`src/bsf_pkg.sv`:
```
// package: register map, field positions, reset values and counts for the buffered spi block
package bsf_pkg;
  localparam logic [4:0] BSF_OFF_RX = 5'h00;
  localparam logic [4:0] BSF_OFF_TX = 5'h04;
  localparam logic [4:0] BSF_OFF_CSR1 = 5'h08;
  localparam logic [4:0] BSF_OFF_CSR2 = 5'h0c;
  localparam logic [4:0] BSF_OFF_CLK = 5'h10;
  localparam logic [15:0] BSF_RST_CSR1 = 16'h0000;
  localparam logic [15:0] BSF_RST_CSR2 = 16'h0040;
  localparam logic [15:0] BSF_RST_CLK = 16'h0006;
  localparam logic [15:0] BSF_RST_RX = 16'h0000;
  localparam int BSF_FIFO_WORDS = 10;
  localparam logic [3:0] BSF_DEPTH_MAX_CODE = 4'h9;
  localparam logic [1:0] BSF_IRQ_OFF = 2'h0;
  localparam logic [1:0] BSF_IRQ_EMPTY = 2'h1;
  localparam logic [1:0] BSF_IRQ_UFL = 2'h2;
  localparam logic [1:0] BSF_IRQ_FULL = 2'h3;
  localparam logic [1:0] BSF_WLEN_8 = 2'h0;
  localparam logic [1:0] BSF_WLEN_16 = 2'h1;
  localparam logic [4:0] BSF_BITS_8 = 5'h08;
  localparam logic [4:0] BSF_BITS_16 = 5'h10;
  // csr1 fields
  localparam int BSF_C1_RXDEP = 12;
  localparam int BSF_C1_WLEN = 10;
  localparam int BSF_C1_PHASE = 9;
  localparam int BSF_C1_POLAR = 8;
  localparam int BSF_C1_BEIE = 7;
  localparam int BSF_C1_RXERR = 4;
  localparam int BSF_C1_RXIRQ = 2;
  localparam int BSF_C1_MASTER = 1;
  localparam int BSF_C1_EN = 0;
  // csr2 fields
  localparam int BSF_C2_TXIRQ = 14;
  localparam int BSF_C2_TXDEP = 10;
  localparam int BSF_C2_FLUSH = 0;
endpackage

```
`src/bsf_fifo.sv`:
```
// file: word fifo with selectable depth and flush
`timescale 1ns/1ns
module bsf_fifo import bsf_pkg::*; #(
  parameter int WIDTH = 16,
  parameter int WORDS = BSF_FIFO_WORDS
) (
  input wire logic clk_i,
  input wire logic rst_i,
  input wire logic flush_i,
  input wire logic [3:0] depth_code_i,
  input wire logic push_i,
  input wire logic [WIDTH-1:0] push_data_i,
  input wire logic pop_i,
  output logic [WIDTH-1:0] head_o,
  output logic [3:0] count_o,
  output logic full_o
);
  typedef struct packed {
    logic [WORDS-1:0][WIDTH-1:0] mem;
    logic [3:0] rd;
    logic [3:0] wr;
    logic [3:0] cnt;
  } bsf_fifo_st_t;
  bsf_fifo_st_t st;
  bsf_fifo_st_t next_st;
  logic [3:0] limit;
  logic do_push;
  logic do_pop;

  function automatic logic [3:0] bsf_depth(input logic [3:0] code);
    bsf_depth = (code <= BSF_DEPTH_MAX_CODE) ? code + 4'h1 : 4'h1;
  endfunction

  function automatic logic [3:0] bsf_wrap(input logic [3:0] p, input logic [3:0] lim);
    bsf_wrap = (p + 4'h1 >= lim) ? 4'h0 : p + 4'h1;
  endfunction

  always_comb begin
    next_st = st;
    limit = bsf_depth(depth_code_i);
    do_pop = pop_i && st.cnt != 4'h0;
    do_push = push_i && (st.cnt < limit || do_pop);
    if (do_push) begin
      next_st.mem[st.wr] = push_data_i;
      next_st.wr = bsf_wrap(st.wr, limit);
    end
    if (do_pop) begin
      next_st.rd = bsf_wrap(st.rd, limit);
    end
    next_st.cnt = st.cnt + (do_push ? 4'h1 : 4'h0) - (do_pop ? 4'h1 : 4'h0);
    if (flush_i) begin
      next_st.rd = 4'h0;
      next_st.wr = 4'h0;
      next_st.cnt = 4'h0;
    end
  end

  always_ff @(posedge clk_i or posedge rst_i) begin
    if (rst_i) begin
      st <= '0;
    end else begin
      st <= next_st;
    end
  end

  assign head_o = st.mem[st.rd];
  assign count_o = st.cnt;
  assign full_o = st.cnt >= bsf_depth(depth_code_i);
endmodule // bsf_fifo

```
`src/bsf_spi.sv`:
```
// file: buffered spi with fifos, status flags and master clock divider
//
// Strobed register access was chosen for this implementation.
`timescale 1ns/1ns
module bsf_spi import bsf_pkg::*; (
  input wire logic clk_i,
  input wire logic rst_i,
  input wire logic [4:0] addr_i,
  input wire logic [15:0] wdata_i,
  input wire logic wr_i,
  input wire logic rd_i,
  output logic [15:0] rdata_o,
  input wire logic sclk_i,
  output logic sclk_o,
  output logic sclk_oe_n_o,
  input wire logic mosi_i,
  output logic mosi_o,
  output logic mosi_oe_n_o,
  input wire logic miso_i,
  output logic miso_o,
  output logic miso_oe_n_o,
  input wire logic ss_n_i,
  output logic ss_n_o,
  output logic irq_o
);
  typedef struct packed {
    logic [15:0] csr1;
    logic [1:0] tie;
    logic [3:0] tx_depth_select;
    logic flush;
    logic [7:0] div;
    logic tx_empty;
    logic tx_ufl;
    logic rx_ofl;
    logic ofl_seen;
    logic contention;
    logic [15:0] rdata;
    logic [15:0] shift;
    logic [4:0] bits;
    logic busy;
    logic [7:0] dcnt;
    logic sclk;
    logic sclk_d;
    logic ss_d;
    logic edge_odd;
    logic [15:0] direct_tx;
    logic direct_full;
    logic rx_held;
    logic out_bit;
  } bsf_st_t;
  bsf_st_t st;
  bsf_st_t next_st;

  logic enabled;
  logic master;
  logic phase;
  logic polarity;
  logic [4:0] word_bits;
  logic tx_fifo_on;
  logic rx_fifo_on;
  logic tx_push;
  logic tx_pop;
  logic rx_push;
  logic rx_pop;
  logic [15:0] tx_head;
  logic [15:0] rx_head;
  logic [3:0] tx_cnt;
  logic [3:0] rx_cnt;
  logic tx_full;
  logic rx_full;
  logic tx_avail;
  logic [15:0] rx_word;
  logic bit_edge;
  logic lead_edge;
  logic sample_edge;
  logic frame_start;
  logic wr_tx;
  logic rd_rx;
  logic rd_csr2;
  logic [15:0] csr2_view;
  logic [3:0] rx_depth_code;
  logic drive_edge;
  logic sin;
  logic rx_done;
  logic rx_ne;
  logic rx_fl;

  function automatic logic [15:0] bsf_justify(input logic [15:0] w, input logic [4:0] n);
    bsf_justify = (n == BSF_BITS_8) ? {w[7:0], 8'h00} : w;
  endfunction

  assign enabled = st.csr1[BSF_C1_EN];
  assign master = st.csr1[BSF_C1_MASTER];
  assign phase = st.csr1[BSF_C1_PHASE];
  assign polarity = st.csr1[BSF_C1_POLAR];
  assign rx_depth_code = st.csr1[BSF_C1_RXDEP +: 4];
  assign word_bits = (st.csr1[BSF_C1_WLEN +: 2] == BSF_WLEN_8) ? BSF_BITS_8 : BSF_BITS_16;
  assign tx_fifo_on = st.tx_depth_select != 4'h0 && st.tx_depth_select <= BSF_DEPTH_MAX_CODE;
  assign rx_fifo_on = rx_depth_code != 4'h0 && rx_depth_code <= BSF_DEPTH_MAX_CODE;
  assign wr_tx = wr_i && addr_i == BSF_OFF_TX;
  assign rd_rx = rd_i && addr_i == BSF_OFF_RX;
  assign rd_csr2 = rd_i && addr_i == BSF_OFF_CSR2;

  // ------------------------------------------------------------
  // serial timing
  // ------------------------------------------------------------
  // master: edge when divider half period elapses; slave: sclk_i toggles
  assign bit_edge = st.busy && (master ? (st.dcnt == 8'h01)
                                       : (sclk_i != st.sclk_d));
  assign lead_edge = bit_edge && !st.edge_odd;
  assign sample_edge = bit_edge && (phase ? st.edge_odd : !st.edge_odd);
  // data line only moves on the edge that does not sample
  assign drive_edge = bit_edge && !sample_edge;
  // frame start: master pulls ss low itself, slave sees ss fall
  assign frame_start = enabled && !st.busy &&
                       (master ? (tx_avail || st.tx_empty == 1'b0)
                               : (st.ss_d && !ss_n_i));
  assign tx_avail = tx_fifo_on ? (tx_cnt != 4'h0) : st.direct_full;
  assign tx_pop = frame_start && tx_fifo_on && tx_cnt != 4'h0;
  assign tx_push = wr_tx && tx_fifo_on;
  assign sin = master ? miso_i : mosi_i;
  // phase 0 ends on the edge after the last sample, so sclk returns to idle
  assign rx_done = phase ? (sample_edge && st.bits == 5'h01)
                         : (drive_edge && st.bits == 5'h00);
  assign rx_word = bsf_justify(phase ? {st.shift[14:0], sin} : st.shift, word_bits);
  assign rx_push = rx_fifo_on && rx_done;
  assign rx_pop = rd_rx && rx_fifo_on;
  assign rx_ne = rx_fifo_on ? rx_cnt != 4'h0 : st.rx_held;
  assign rx_fl = rx_fifo_on ? rx_full : st.rx_held;

  bsf_fifo #(.WIDTH(16), .WORDS(BSF_FIFO_WORDS)) u_tx_fifo (
    .clk_i(clk_i), .rst_i(rst_i), .flush_i(st.flush),
    .depth_code_i(st.tx_depth_select), .push_i(tx_push), .push_data_i(wdata_i),
    .pop_i(tx_pop), .head_o(tx_head), .count_o(tx_cnt), .full_o(tx_full)
  );
  bsf_fifo #(.WIDTH(16), .WORDS(BSF_FIFO_WORDS)) u_rx_fifo (
    .clk_i(clk_i), .rst_i(rst_i), .flush_i(st.flush),
    .depth_code_i(rx_depth_code), .push_i(rx_push), .push_data_i(rx_word),
    .pop_i(rx_pop), .head_o(rx_head), .count_o(rx_cnt), .full_o(rx_full)
  );

  assign csr2_view = {st.tie, st.tx_depth_select,
                      tx_cnt != 4'h0 || st.direct_full,
                      tx_fifo_on ? tx_full : st.direct_full,
                      st.tx_ufl, st.tx_empty, st.rx_ofl,
                      rx_fl, rx_ne, st.contention, 1'b0, 1'b0};

  // ------------------------------------------------------------
  // next state
  // ------------------------------------------------------------
  always_comb begin
    next_st = st;
    next_st.flush = 1'b0;
    next_st.sclk_d = sclk_i;
    next_st.ss_d = ss_n_i;
    if (wr_i) begin
      unique case (addr_i)
        BSF_OFF_CSR1: next_st.csr1 = wdata_i & 16'hff9f;
        BSF_OFF_CSR2: begin
          next_st.tie = wdata_i[BSF_C2_TXIRQ +: 2];
          next_st.tx_depth_select = wdata_i[BSF_C2_TXDEP +: 4];
          next_st.flush = wdata_i[BSF_C2_FLUSH];
        end
        BSF_OFF_CLK: next_st.div = wdata_i[7:0];
        BSF_OFF_TX: begin
          if (!tx_fifo_on) begin
            next_st.direct_tx = wdata_i;
            next_st.direct_full = 1'b1;
          end
          next_st.tx_empty = 1'b0;
          next_st.tx_ufl = 1'b0;
        end
        default: ;
      endcase
    end
    // flush also drops the word waiting on the direct path
    if (st.flush) begin
      next_st.csr1[BSF_C1_RXDEP +: 4] = 4'h0;
      next_st.direct_full = 1'b0;
      next_st.tx_empty = 1'b1;
    end
    // overflow clears after status read followed by data read
    if (rd_csr2 && st.rx_ofl) begin
      next_st.ofl_seen = 1'b1;
    end
    if (rd_rx && st.ofl_seen) begin
      next_st.rx_ofl = 1'b0;
      next_st.ofl_seen = 1'b0;
    end
    if (rd_rx && !rx_fifo_on) begin
      next_st.rx_held = 1'b0;
    end else if (rd_rx) begin
      next_st.rdata = rx_head;
    end
    // ---- frame start: load shift register
    if (frame_start) begin
      next_st.busy = 1'b1;
      next_st.bits = word_bits;
      next_st.dcnt = st.div >> 1;
      next_st.sclk = polarity;
      next_st.edge_odd = 1'b0;
      if (tx_avail) begin
        next_st.shift = tx_fifo_on ? tx_head : st.direct_tx;
        next_st.out_bit = tx_fifo_on ? tx_head[15] : st.direct_tx[15];
        next_st.direct_full = 1'b0;
        next_st.tx_empty = tx_fifo_on ? (tx_cnt == 4'h1) : 1'b1;
      end else if (!phase) begin
        next_st.tx_ufl = 1'b1;
      end
    end
    if (st.busy) begin
      next_st.dcnt = (st.dcnt <= 8'h01) ? (st.div >> 1) : st.dcnt - 8'h01;
      if (bit_edge) begin
        next_st.edge_odd = !st.edge_odd;
        next_st.sclk = !st.sclk;
      end
      if (lead_edge && phase && st.bits == word_bits && st.tx_empty && !tx_avail) begin
        next_st.tx_ufl = 1'b1;
      end
      if (sample_edge) begin
        next_st.shift = {st.shift[14:0], sin};
        next_st.bits = st.bits - 5'h01;
      end
      if (drive_edge) begin
        next_st.out_bit = st.shift[15];
      end
      if (rx_done) begin
        next_st.busy = 1'b0;
        if (rx_fifo_on ? rx_full && !rx_pop : st.rx_held && !rd_rx) begin
          next_st.rx_ofl = 1'b1;
        end
        if (!rx_fifo_on) begin
          next_st.rdata = rx_word;
          next_st.rx_held = 1'b1;
        end
      end
    end
    if (!enabled) begin
      next_st.busy = 1'b0;
      next_st.bits = 5'h00;
      next_st.sclk = polarity;
    end
    if (enabled && master && !ss_n_i) begin
      next_st.contention = 1'b1;
    end else if (!master) begin
      next_st.contention = 1'b0;
    end
  end

  always_ff @(posedge clk_i or posedge rst_i) begin
    if (rst_i) begin
      st <= '0;
      st.csr1 <= BSF_RST_CSR1;
      st.div <= BSF_RST_CLK[7:0];
      st.tx_empty <= BSF_RST_CSR2[6];
      st.rdata <= BSF_RST_RX;
      st.ss_d <= 1'b1;
      st.sclk_d <= 1'b0;
    end else begin
      st <= next_st;
    end
  end

  // ------------------------------------------------------------
  // register reads and outputs
  // ------------------------------------------------------------
  logic [15:0] next_rdata_o;
  always_comb begin
    next_rdata_o = 16'h0000;
    if (rd_i) begin
      unique case (addr_i)
        BSF_OFF_RX: next_rdata_o = rx_fifo_on ? rx_head : st.rdata;
        BSF_OFF_CSR1: next_rdata_o = st.csr1;
        BSF_OFF_CSR2: next_rdata_o = csr2_view;
        BSF_OFF_CLK: next_rdata_o = {8'h00, st.div};
        default: next_rdata_o = 16'h0000;
      endcase
    end
  end

  always_ff @(posedge clk_i or posedge rst_i) begin
    if (rst_i) begin
      rdata_o <= 16'h0000;
    end else begin
      rdata_o <= next_rdata_o;
    end
  end

  assign sclk_o = st.sclk;
  assign sclk_oe_n_o = !(enabled && master);
  assign mosi_o = st.out_bit;
  assign mosi_oe_n_o = !(enabled && master);
  assign miso_o = st.out_bit;
  assign miso_oe_n_o = !(enabled && !master && !ss_n_i);
  assign ss_n_o = !(enabled && master && st.busy);

  always_comb begin
    irq_o = 1'b0;
    unique case (st.tie)
      BSF_IRQ_OFF: irq_o = 1'b0;
      BSF_IRQ_EMPTY: irq_o = st.tx_empty;
      BSF_IRQ_UFL: irq_o = st.tx_ufl;
      BSF_IRQ_FULL: irq_o = csr2_view[8];
    endcase
    if (st.csr1[BSF_C1_RXERR] && st.rx_ofl) irq_o = 1'b1;
    if (st.csr1[BSF_C1_RXIRQ +: 2] == BSF_IRQ_EMPTY && rx_ne) irq_o = 1'b1;
    if (st.csr1[BSF_C1_RXIRQ +: 2] == BSF_IRQ_FULL && rx_fl) irq_o = 1'b1;
    if (st.csr1[BSF_C1_BEIE] && st.contention) irq_o = 1'b1;
  end

  // ------------------------------------------------------------
  // assertions
  // ------------------------------------------------------------
  a_flush_self_clear: assert property (@(posedge clk_i) disable iff (rst_i)
    st.flush |=> !st.flush && st.csr1[15:12] == 4'h0)
    else $error("flush did not self clear");
  a_ufl_irq_path: assert property (@(posedge clk_i) disable iff (rst_i)
    (st.tie == BSF_IRQ_UFL && st.tx_ufl) |-> irq_o)
    else $error("underflow irq missing");
  a_tx_not_empty: assert property (@(posedge clk_i) disable iff (rst_i)
    (tx_cnt != 4'h0) |-> csr2_view[9])
    else $error("tx not-empty flag low");
  a_contention_set: assert property (@(posedge clk_i) disable iff (rst_i)
    (enabled && master && !ss_n_i) |=> st.contention)
    else $error("bus contention not flagged");
  a_tx_empty_write: assert property (@(posedge clk_i) disable iff (rst_i)
    (wr_tx && !frame_start) |=> !st.tx_empty)
    else $error("tx empty not cleared by write");
  a_rx_direct_held: assert property (@(posedge clk_i) disable iff (rst_i)
    (rx_done && !rx_fifo_on && !wr_i) |=> csr2_view[3] && csr2_view[4])
    else $error("direct rx word not flagged");
  a_div_reset: assert property (@(posedge clk_i)
    $fell(rst_i) |-> st.div == 8'h06)
    else $error("divider reset value wrong");
  a_ofl_clear: assert property (@(posedge clk_i) disable iff (rst_i)
    (rd_rx && st.ofl_seen && !rx_done) |=> !st.rx_ofl)
    else $error("overflow not cleared");
endmodule // bsf_spi

```
`config.mk`:
```
export PLATFORM = sky130hd
export DESIGN_NAME = bsf_spi
export DESIGN_NICKNAME = d
export VERILOG_FILES = /design/src/bsf_pkg.sv /design/src/bsf_fifo.sv /design/src/bsf_spi.sv
export SDC_FILE = /design/constraint.sdc
export NUM_CORES = 1
export LEC_CHECK = 0
export BUFFER_PORTS_ARGS = -buffer_cell sky130_fd_sc_hd__buf_2
export CORE_AREA = 2 2 205 207
export CTS_BUF_LIST = sky130_fd_sc_hd__clkbuf_16
export CTS_CLUSTER_SIZE = 40
export DETAILED_ROUTE_END_ITERATION = 10
export DIE_AREA = 0 0 207 209
export PLACE_DENSITY = 0.73
export SETUP_SLACK_MARGIN = 0.4
export SLEW_MARGIN = 20
export SYNTH_ARGS = -nofsm -noshare
export SYNTH_HDL_FRONTEND = slang
export SYNTH_SLANG_ARGS = --single-unit
```
`constraint.sdc`:
```
create_clock -name clk_i -period 14.4 [get_ports clk_i]
set_input_delay 0.72 -clock clk_i [delete_from_list [all_inputs] [get_ports clk_i]]
set_output_delay 0.72 -clock clk_i [all_outputs]
set_load 0.005 [all_outputs]
```
-- After elaboration in Yosys (flattened, before gate mapping)
Cells that the tools add are included.
- muxes and demuxes: 98
- magnitude comparators: 17
- add/subtract/negate cells: 12
- equal/unequal tests: 16
- reductions and logical operators: 81
- bitwise logic cells: 2
- operators by type and width (kind ; number):
    160-bit bitwise mux ; 2
    16-bit two-way mux ; 15
    16-bit binary-select mux with 4-bit select ; 2
    16-bit demux with 4-bit select ; 2
    16-bit one-hot mux with 4 select lines ; 1
    1-bit two-way mux ; 48
    47-bit two-way mux ; 1
    4-bit two-way mux ; 11
    1-bit logical AND ; 43
    33-bit two-way mux ; 1
    31-bit two-way mux ; 1
    4-bit by 1-bit adder with 4-bit output, second input constant ; 6
    4-bit >= comparator ; 6
    12-bit two-way mux ; 2
    21-bit two-way mux ; 1
    4-bit by 5-bit < comparator with 1-bit output, second input constant ; 4
    8-bit two-way mux ; 2
    2-bit nonzero test ; 8
    4-bit nonzero test ; 4
    5-bit by 4-bit == test with 1-bit output, second input constant ; 3
    1-bit logical NOT ; 13
    5-bit logical NOT ; 2
    2-bit two-way mux ; 5
    4-bit adder ; 2
    other kinds (26) ; 41
- output and inout port bits: 24
- register bits after elaboration: 463

-- Logic depth before layout (Yosys ltp)
Gate-level depths: netlist of run 1.
- depth in word-level cells: 15
- gate-level depth with buffers: 18
- gate-level depth less buffers: 17

-- Modules after synthesis
Synthesis of run 1 repeated with hierarchy kept, for this count alone.
- cells, all modules: 1850
- area total of the unflattened synthesis: 23774.1 sq um
- modules (own cells, without submodules) (module ; instances ; area each (sq um) ; cells an instance ; seq. area each (sq um)):
    bsf_fifo ; 2 ; 8693.3 ; 620 ; 4304.1
    bsf_spi ; 1 ; 6387.4 ; 610 ; 2982.9

-- Worst setup path after synthesis of run 1
Ideal clock, no wire load.
- kind: register -> register
- start: reg st (netlist bit rx_depth_code[0])
- end: reg u_rx_fifo.st (netlist bit u_rx_fifo.count_o[2])
- data arrival time: 3.560 ns
- slack: 10.708 ns
- cell stages (with the launch flop): 17
- required time: 14.268 ns
- path buffers: 2
- cell sequence: dfrtp_1 > inv_1 > ha_1 > o21bai_1 > clkbuf_1 > mux2_2 > ha_1 > and3_1 > a221oi_1 > clkbuf_1 > o2111ai_2 > inv_1 > ha_1 > inv_1 > fa_1 > xor2_1 > nor2_1
- RTL lines (what ; line ; RTL):
    start: declaration ; bsf_spi.sv:51 ; bsf_st_t st;
    start signal: assignment ; bsf_spi.sv:260 ; st <= next_st;
    end signal: assignment ; bsf_fifo.sv:62 ; st <= next_st;
    end: declaration ; bsf_fifo.sv:24 ; bsf_fifo_st_t st;

-- Worst setup path after layout of run 1
- start: reg st (netlist bit rx_depth_code[0])
- end: out irq_o
- longest elaborated chain between the ends: 7
- RTL lines (what ; line ; RTL):
    4-bit by 1-bit adder with 4-bit output (tied with other cells) ; bsf_fifo.sv:31 ; bsf_depth = (code <= BSF_DEPTH_MAX_CODE) ? code + 4'h1 : 4'h1;
    4-bit two-way mux or 1-bit logical AND (tied branches) ; bsf_fifo.sv:31, bsf_spi.sv:99 ;
    4-bit >= comparator or 1-bit two-way mux (tied branches) ; bsf_fifo.sv:68, bsf_spi.sv:128 ;
    1-bit two-way mux or 1-bit logical AND (tied branches) ; bsf_spi.sv:129, bsf_spi.sv:306 ;
    1-bit logical AND or 1-bit two-way mux (tied branches) ; bsf_spi.sv:307, bsf_spi.sv:306 ;
    1-bit two-way mux * ; bsf_spi.sv:307 ; if (st.csr1[BSF_C1_RXIRQ +: 2] == BSF_IRQ_FULL && rx_fl) irq_o = 1'b1;
    1-bit two-way mux * ; bsf_spi.sv:308 ; if (st.csr1[BSF_C1_BEIE] && st.contention) irq_o = 1'b1;
    end: declaration ; bsf_spi.sv:24 ; output logic irq_o
Every way passes the cells marked *; elsewhere a longest branch is shown, timed or not.

==> results of run 1 <==
cells in the mapped netlist (all sizes together), types with 6 or more instances:
library cell  count
a21oi            48
or3b             10
mux4             32
nand2           250
o22ai            44
nand3            30
o221ai           18
o31ai             6
ha               55
a22oi             7
mux2i           129
nand2b           10
o2bb2ai          10
nor2b            11
or2               7
o2111ai          11
a211oi           15
a31oi            22
xor2              6
a21o              9
o21ai           215
o211ai            7
clkbuf          119
buf              45
o21a             29
mux2            215
dfrtp           459
or3               9
xnor2            10
inv              40
nor2            100
nor3             26
nand4b            9
nand3b            9
power by group:
| part | internal, mW | switching (mW) | leakage, nW |
|---|---|---|---|
| Clock | 0.743 | 0.530 | 0.836 |
| Combinational | 0.311 | 0.468 | 4.08 |
| Sequential | 1.41 | 0.147 | 6.33 |
| Total | 2.46 | 1.15 | 11.2 |
through the flow:
step / std cells / setup WS, ns / area (um^2)
finish: 2636 / 9.86 / 25300
global placement: 2550 / 10.34 / 23700
detailed placement: 2550 / 10.18 / 23700
CTS: 2636 / 9.92 / 25300
floorplan: 2096 / 0.776 / 23100
global route: 2636 / 9.66 / 25300
path summary, 6_finish.rpt:
check,slack (ns),end,from
setup / recovery,9.86,irq_o,rx_depth_code[0]
min in group asynchronous,0.34,st[28],rst_i
max in group asynchronous,11.54,u_tx_fifo.st[94],rst_i
setup reg to reg,10.14,u_tx_fifo.st[49],csr2_view[10]
hold reg to reg,0.48,u_rx_fifo.st[77],u_rx_fifo.st[77]
hold / removal,0.24,st[21],sclk_i
layout make-up:
type	instances	area, um^2
multi-input combinational	1429	10800
inverter	40	158
sequential	463	11600
fill	3308	16000
tap	539	674
clock inverter	37	372
timing repair buffer	79	475
clock buffer	49	1230
cells by family after synthesis:
logic type                 after synthesis  synth area share (%)
DFF                                    463                  50.2
muxes                                  376                  19.2
AOI/OAI and AO/OA                      479                  13.0
and+or+nand+nor                        501                  10.2
adders and majority gates               57                  3.16
buffers and inverters                  204                  3.58
xor gates and xnor gates                16                 0.607
metal layers:
layer | share of wire [%] | wire length (um) | vias up | GRT usage [%]
li1 | - | - | 7460 | -
met1 | 43 | 25000 | 8353 | 37.1
met2 | 49 | 28600 | 548 | 45.6
met3 | 5.3 | 3100 | 123 | 3.37
met4 | 3.1 | 1840 | 0 | 9.70
met5 | 0 | 0 | - | 0
registers in the layout, summed over array words and instances, names as in the netlist:
name,count
u_rx_fifo.st,168
u_tx_fifo.st,168
st,83
rdata_o,16
csr2_view,10
rx_depth_code,4
u_rx_fifo.count_o,4
u_tx_fifo.count_o,4
enabled,1
master,1
miso_o,1
phase,1
polarity,1
sclk_o,1
==> flow_summary.toml, run 1 <==
[outcome]
status = "finished clean"

[pwr]
power_mw = 3.61
ir_drop_v = 0.000111
power.density_nw_per_um2 = 143
p_leak_nw = 11.2

[critical_path]
path_buf_inv = 2
cp_cell_sequence = "inv_1 > ha_1 > o21bai_1 > mux2_2 > ha_1 > and3_1 > o21ai_0 > and3_1 > o32a_1 > nand4_1 > buf_2"
crit_cells = 11
crit_slowest_cell = "o21bai_1"
crit_type = "reg -> out"
crit_family = "compound AO/OA/AOI/OAI gates"
endpoint_kind = "primary output"
critPathLaunchType = "flop"
reg2reg_depth = 10
critPathMaxStageDelay_ns = 0.79
cp_max_fo = 14
cp.arrival_ns = 3.82
crit_required_ns = 13.68

[routing]
drc_errors = 0
vias_per_cell = 6.25
routedWlPerCell_um = 22.2
firstDrtPassIters = 5
drt_iter0_markers = 1562
drtAntennaViolNets = 0
route.vias.total = 16500
wl_um = 58500

[clock_network]
cts.sinks = 463
cts_buffers = 49
cts_resized = 0
clk_pin_slew_worst_paths_ns = 0.06
htree_levels = 2
cts_hold_buf = 0
cts_root_buf = "clkbuf_16"
clkLatencyLatePin_ns = 0.61
cts_tree = "done"
post-cts-setup-buffers = 0
cts_buffer_depth = 3

[timing]
clock_skew_ns = 0.0291
fmax_mhz = 220
tightest_slew_ns = 1.11
hold_ws_ns = 0.239
finalMaxSlewViolations = 0
rsz0062_at_grt = "no"
setup_viol = 0
slew_headroom_pct = 25.7
fin_crit_ns = 4.54
min_period_over_period_pct = 31.5
setup_tns_ns = 0
finalHoldViolCount = 0

[place]
io_buffer_count = 52
place_hpwl_um = 37600
place.gp.congestion = 0.905

[synth]
syn-cell-area_um2 = 23100
netlist-cell-type-count = 78
synth_nets = 2182
synthTopCellsByArea = "dfrtp_1, mux2_2, mux2i_1"
synthCells = 2096
synthArstFlopShare_pct = 100
avgSynthCellArea_um2 = 11.0
yosysTopAreaCell = "dfrtp_1"
synth_ff_type = "dfrtp_1"
yosys.area.top_type_share_pct = 49.8
synth-seq-cells = 463
synth-seq-area-share_pct = 50.2
ys_warn_count = 0
synth_edf_count = 0

[die]
ios = 53
die_h_um = 209
die_area_um2 = 43300
num_rows = 75
die_w_um = 207
fp.coreArea_um2 = 41300
start_util_pct = 55.9

[final_layout]
final_core_util_pct = 61.3
final_cell_mix = "dfrtp_1, nand2_1, mux2_2, o21ai_0, mux2i_1"
diodes = 0
drive_gt1_share_pct = 21.5
syn2layout_area_growth_pct = 9.65
final_common_cell = "dfrtp_1"
nets = 2148

[global_routing]
grt_max_degree = 174
track_usage_pct = 27.3
antenna_found_initial = 1
grt_pass1_vias = 16700
grt_pass1_wl_um = 93600
gr-total-overflow = 0

[worst_hold_path]
hold_class = "in -> reg"
hold_path_depth = 1

[job]
max_cap_viol_count = 0
Power figures use the tool's default switching activity.
==> run 2: changes to the inputs <==
==> constraint.sdc (replaced) <==
create_clock -name clk_i -period 3.9 [get_ports clk_i]
set_input_delay 0.195 -clock clk_i [delete_from_list [all_inputs] [get_ports clk_i]]
set_output_delay 0.195 -clock clk_i [all_outputs]
set_load 0.005 [all_outputs]
==> run 2 against run 1 <==
Wire length is 0.54% lower; global-route usage is 0.11 points lower; worst setup slack worse by 9.4 ns; first-iteration DRC count is 12% lower; combinational power grew to 4.1 times the previous value; total power grew to 3.7 times the previous value; sequential power grew to 3.6 times the previous value; cell count is 1.7% higher; sequential cell count stayed put; via count is 1.0% higher.
==> flow_summary.toml, run 2 (synthesis gave the netlist of run 1 again) <==
[die]
fp.coreArea_um2 = 41300
start_util_pct = 55.9
num_rows = 75
die_area_um2 = 43300
die_h_um = 209
die_w_um = 207
ios = 53

[timing]
rsz0062_at_grt = "yes"
fmax_mhz = 291
setup_viol = 0
finalHoldViolCount = 0
hold_ws_ns = 0.0369
clock_skew_ns = 0.0418
tightest_slew_ns = 0.951
fin_crit_ns = 3.44
min_period_over_period_pct = 88.1
finalMaxSlewViolations = 0
slew_headroom_pct = 36.4

[outcome]
status = "finished clean"

[pwr]
p_seq_share_pct = 41.5
netSwitchingFraction_pct = 31.7
ir_drop_v = 0.000351
p_clk_share_pct = 35.0
intPower_mw = 9.21
p_comb_share_pct = 23.5
p_leak_nw = 11.4
power.density_nw_per_um2 = 526
switchingPower_mw = 4.28

[final_layout]
instances_no_fill = 2682
final_common_cell = "dfrtp_1"
final_cell_mix = "dfrtp_1, nand2_1, mux2_2, o21ai_0, mux2i_1"
drive_gt1_share_pct = 23.2
largestRegisters = "u_rx_fifo.st (168), u_tx_fifo.st (168), st (83)"
nets = 2187
n_fill_cell = 3255
syn2layout_area_growth_pct = 11.2

[place]
place_inst = 2579
io_buffer_count = 52
place_hpwl_um = 38400
place.gp.congestion = 0.869

[global_routing]
gr-total-overflow = 0
antenna_found_initial = 2
grt_pass1_vias = 16800
grt_pass1_wl_um = 93600
grt_max_degree = 119
track_usage_pct = 27.2

[critical_path]
crit_type = "reg -> out"
cp.arrival_ns = 3.24
endpoint_kind = "primary output"
critPathLaunchType = "flop"
crit_required_ns = 3.70
cp_max_fo = 7

[clock_network]
cts_buffers = 49
cts_tree = "done"
htree_levels = 2
clk_pin_slew_worst_paths_ns = 0.06
clkLatencyLatePin_ns = 0.61
cts.sinks = 463
cts_buffer_depth = 3
cts_root_buf = "clkbuf_16"

[routing]
drt_iter0_markers = 1376
drc_errors = 0
drtAntennaViolNets = 0
routedWlPerCell_um = 21.7
firstDrtPassIters = 5
vias_per_cell = 6.21
wl_um = 58200
route.vias.total = 16700

[job]
max_cap_viol_count = 0

[worst_hold_path]
hold_class = "in -> reg"
==> run 2: changes by cell type in the layout (fill, tap and decap cells not counted), sizes merged <==
cell         previous run  this run
inv                    56        55
dlygate4sd3             0         5
buf                    79       113
clkinvlp                1         5
clkinv                 13        15
diode                   0         1
bufinv                  7         6
clkbuf                 49        51
==> run 2: area by class of cell <==
type / count / area, um^2 / area share [%]
clock inverter: 41 / 353 / 1.38
timing repair buffer: 118 / 806 / 3.14
sequential: 463 / 11600 / 45.2
multi-input combinational: 1429 / 10800 / 42.0
inverter: 40 / 154 / 0.600
antenna: 1 / 2.50 / 0.00975
clock buffer: 51 / 1280 / 4.97
tap: 539 / 674 / 2.63
==> run 2: critical path, cell delays in order, from the launching register on <==
cell,delay (ns)
dfrtp_2,0.44
inv_1,0.07
ha_1,0.28
o311a_1,0.37
a21oi_1,0.31
ha_1,0.32
o211ai_1,0.13
a31oi_2,0.18
a31oi_1,0.22
nand4_1,0.18
buf_2,0.17
==> run 2: power groups by stage <==
stage / clock, mW / combinational, mW / sequential, mW
5_1_grt: 5.00 / 3.47 / 5.65
4_1_cts: 4.80 / 3.11 / 5.58
6_report: 4.72 / 3.17 / 5.60
3_5_place_dp: 0 / 3.03 / 5.66
3_3_place_gp: 0 / 2.91 / 5.64
2_1_floorplan: 0 / 2.32 / 5.50
==> run 2: through the flow <==
| step | utilization [%] | setup TNS, ns | power (mW) | instance area [um^2] | worst slack, ns |
|---|---|---|---|---|---|
| 2_1_floorplan | - | -1177.71 | 7.82 | 23100 | -2.56 |
| 3_3_place_gp | 57.8 | 0 | 8.55 | 23900 | 0.466 |
| 3_5_place_dp | 57.8 | 0 | 8.69 | 23900 | 0.221 |
| 4_1_cts | 62.1 | 0 | 13.5 | 25600 | 0.315 |
| 5_1_grt | 62.1 | 0 | 14.1 | 25700 | 0.359 |
| 6_report | 62.1 | 0 | 13.5 | 25700 | 0.463 |
==> run 2: what timing repair did <==
item / CTS / global route
hold buffers: 5 / 0
endpoints found under the hold margin: 34 / 0
setup buffers: 4 / 1
pin swaps: 2 / 2
endpoints found under the setup margin: 165 / 103
resized for setup: 5 / 9
==> run 2: per-layer routing <==
metal,vias to the layer above,global-route usage (%),part of all wire (%)
li1,7546,-,-
met1,8463,37.0,43
met3,128,3.76,5.8
met5,-,0,0.021
met4,2,10.3,3.4
met2,511,44.7,48
==> run 2: final timing paths <==
path	startpoint	end	slack, ns	cells past startpoint
max	csr2_view[10]	irq_o	0.46	10
min	wdata_i[14]	rx_depth_code[2]	0.04	3
max reg2reg	csr2_view[10]	u_tx_fifo.st[114]	0.52	12
min reg2reg	u_rx_fifo.st[43]	u_rx_fifo.st[43]	0.48	2
max in group asynchronous	rst_i	u_tx_fifo.st[14]	2.43	4
min in group asynchronous	rst_i	st[23]	0.28	3
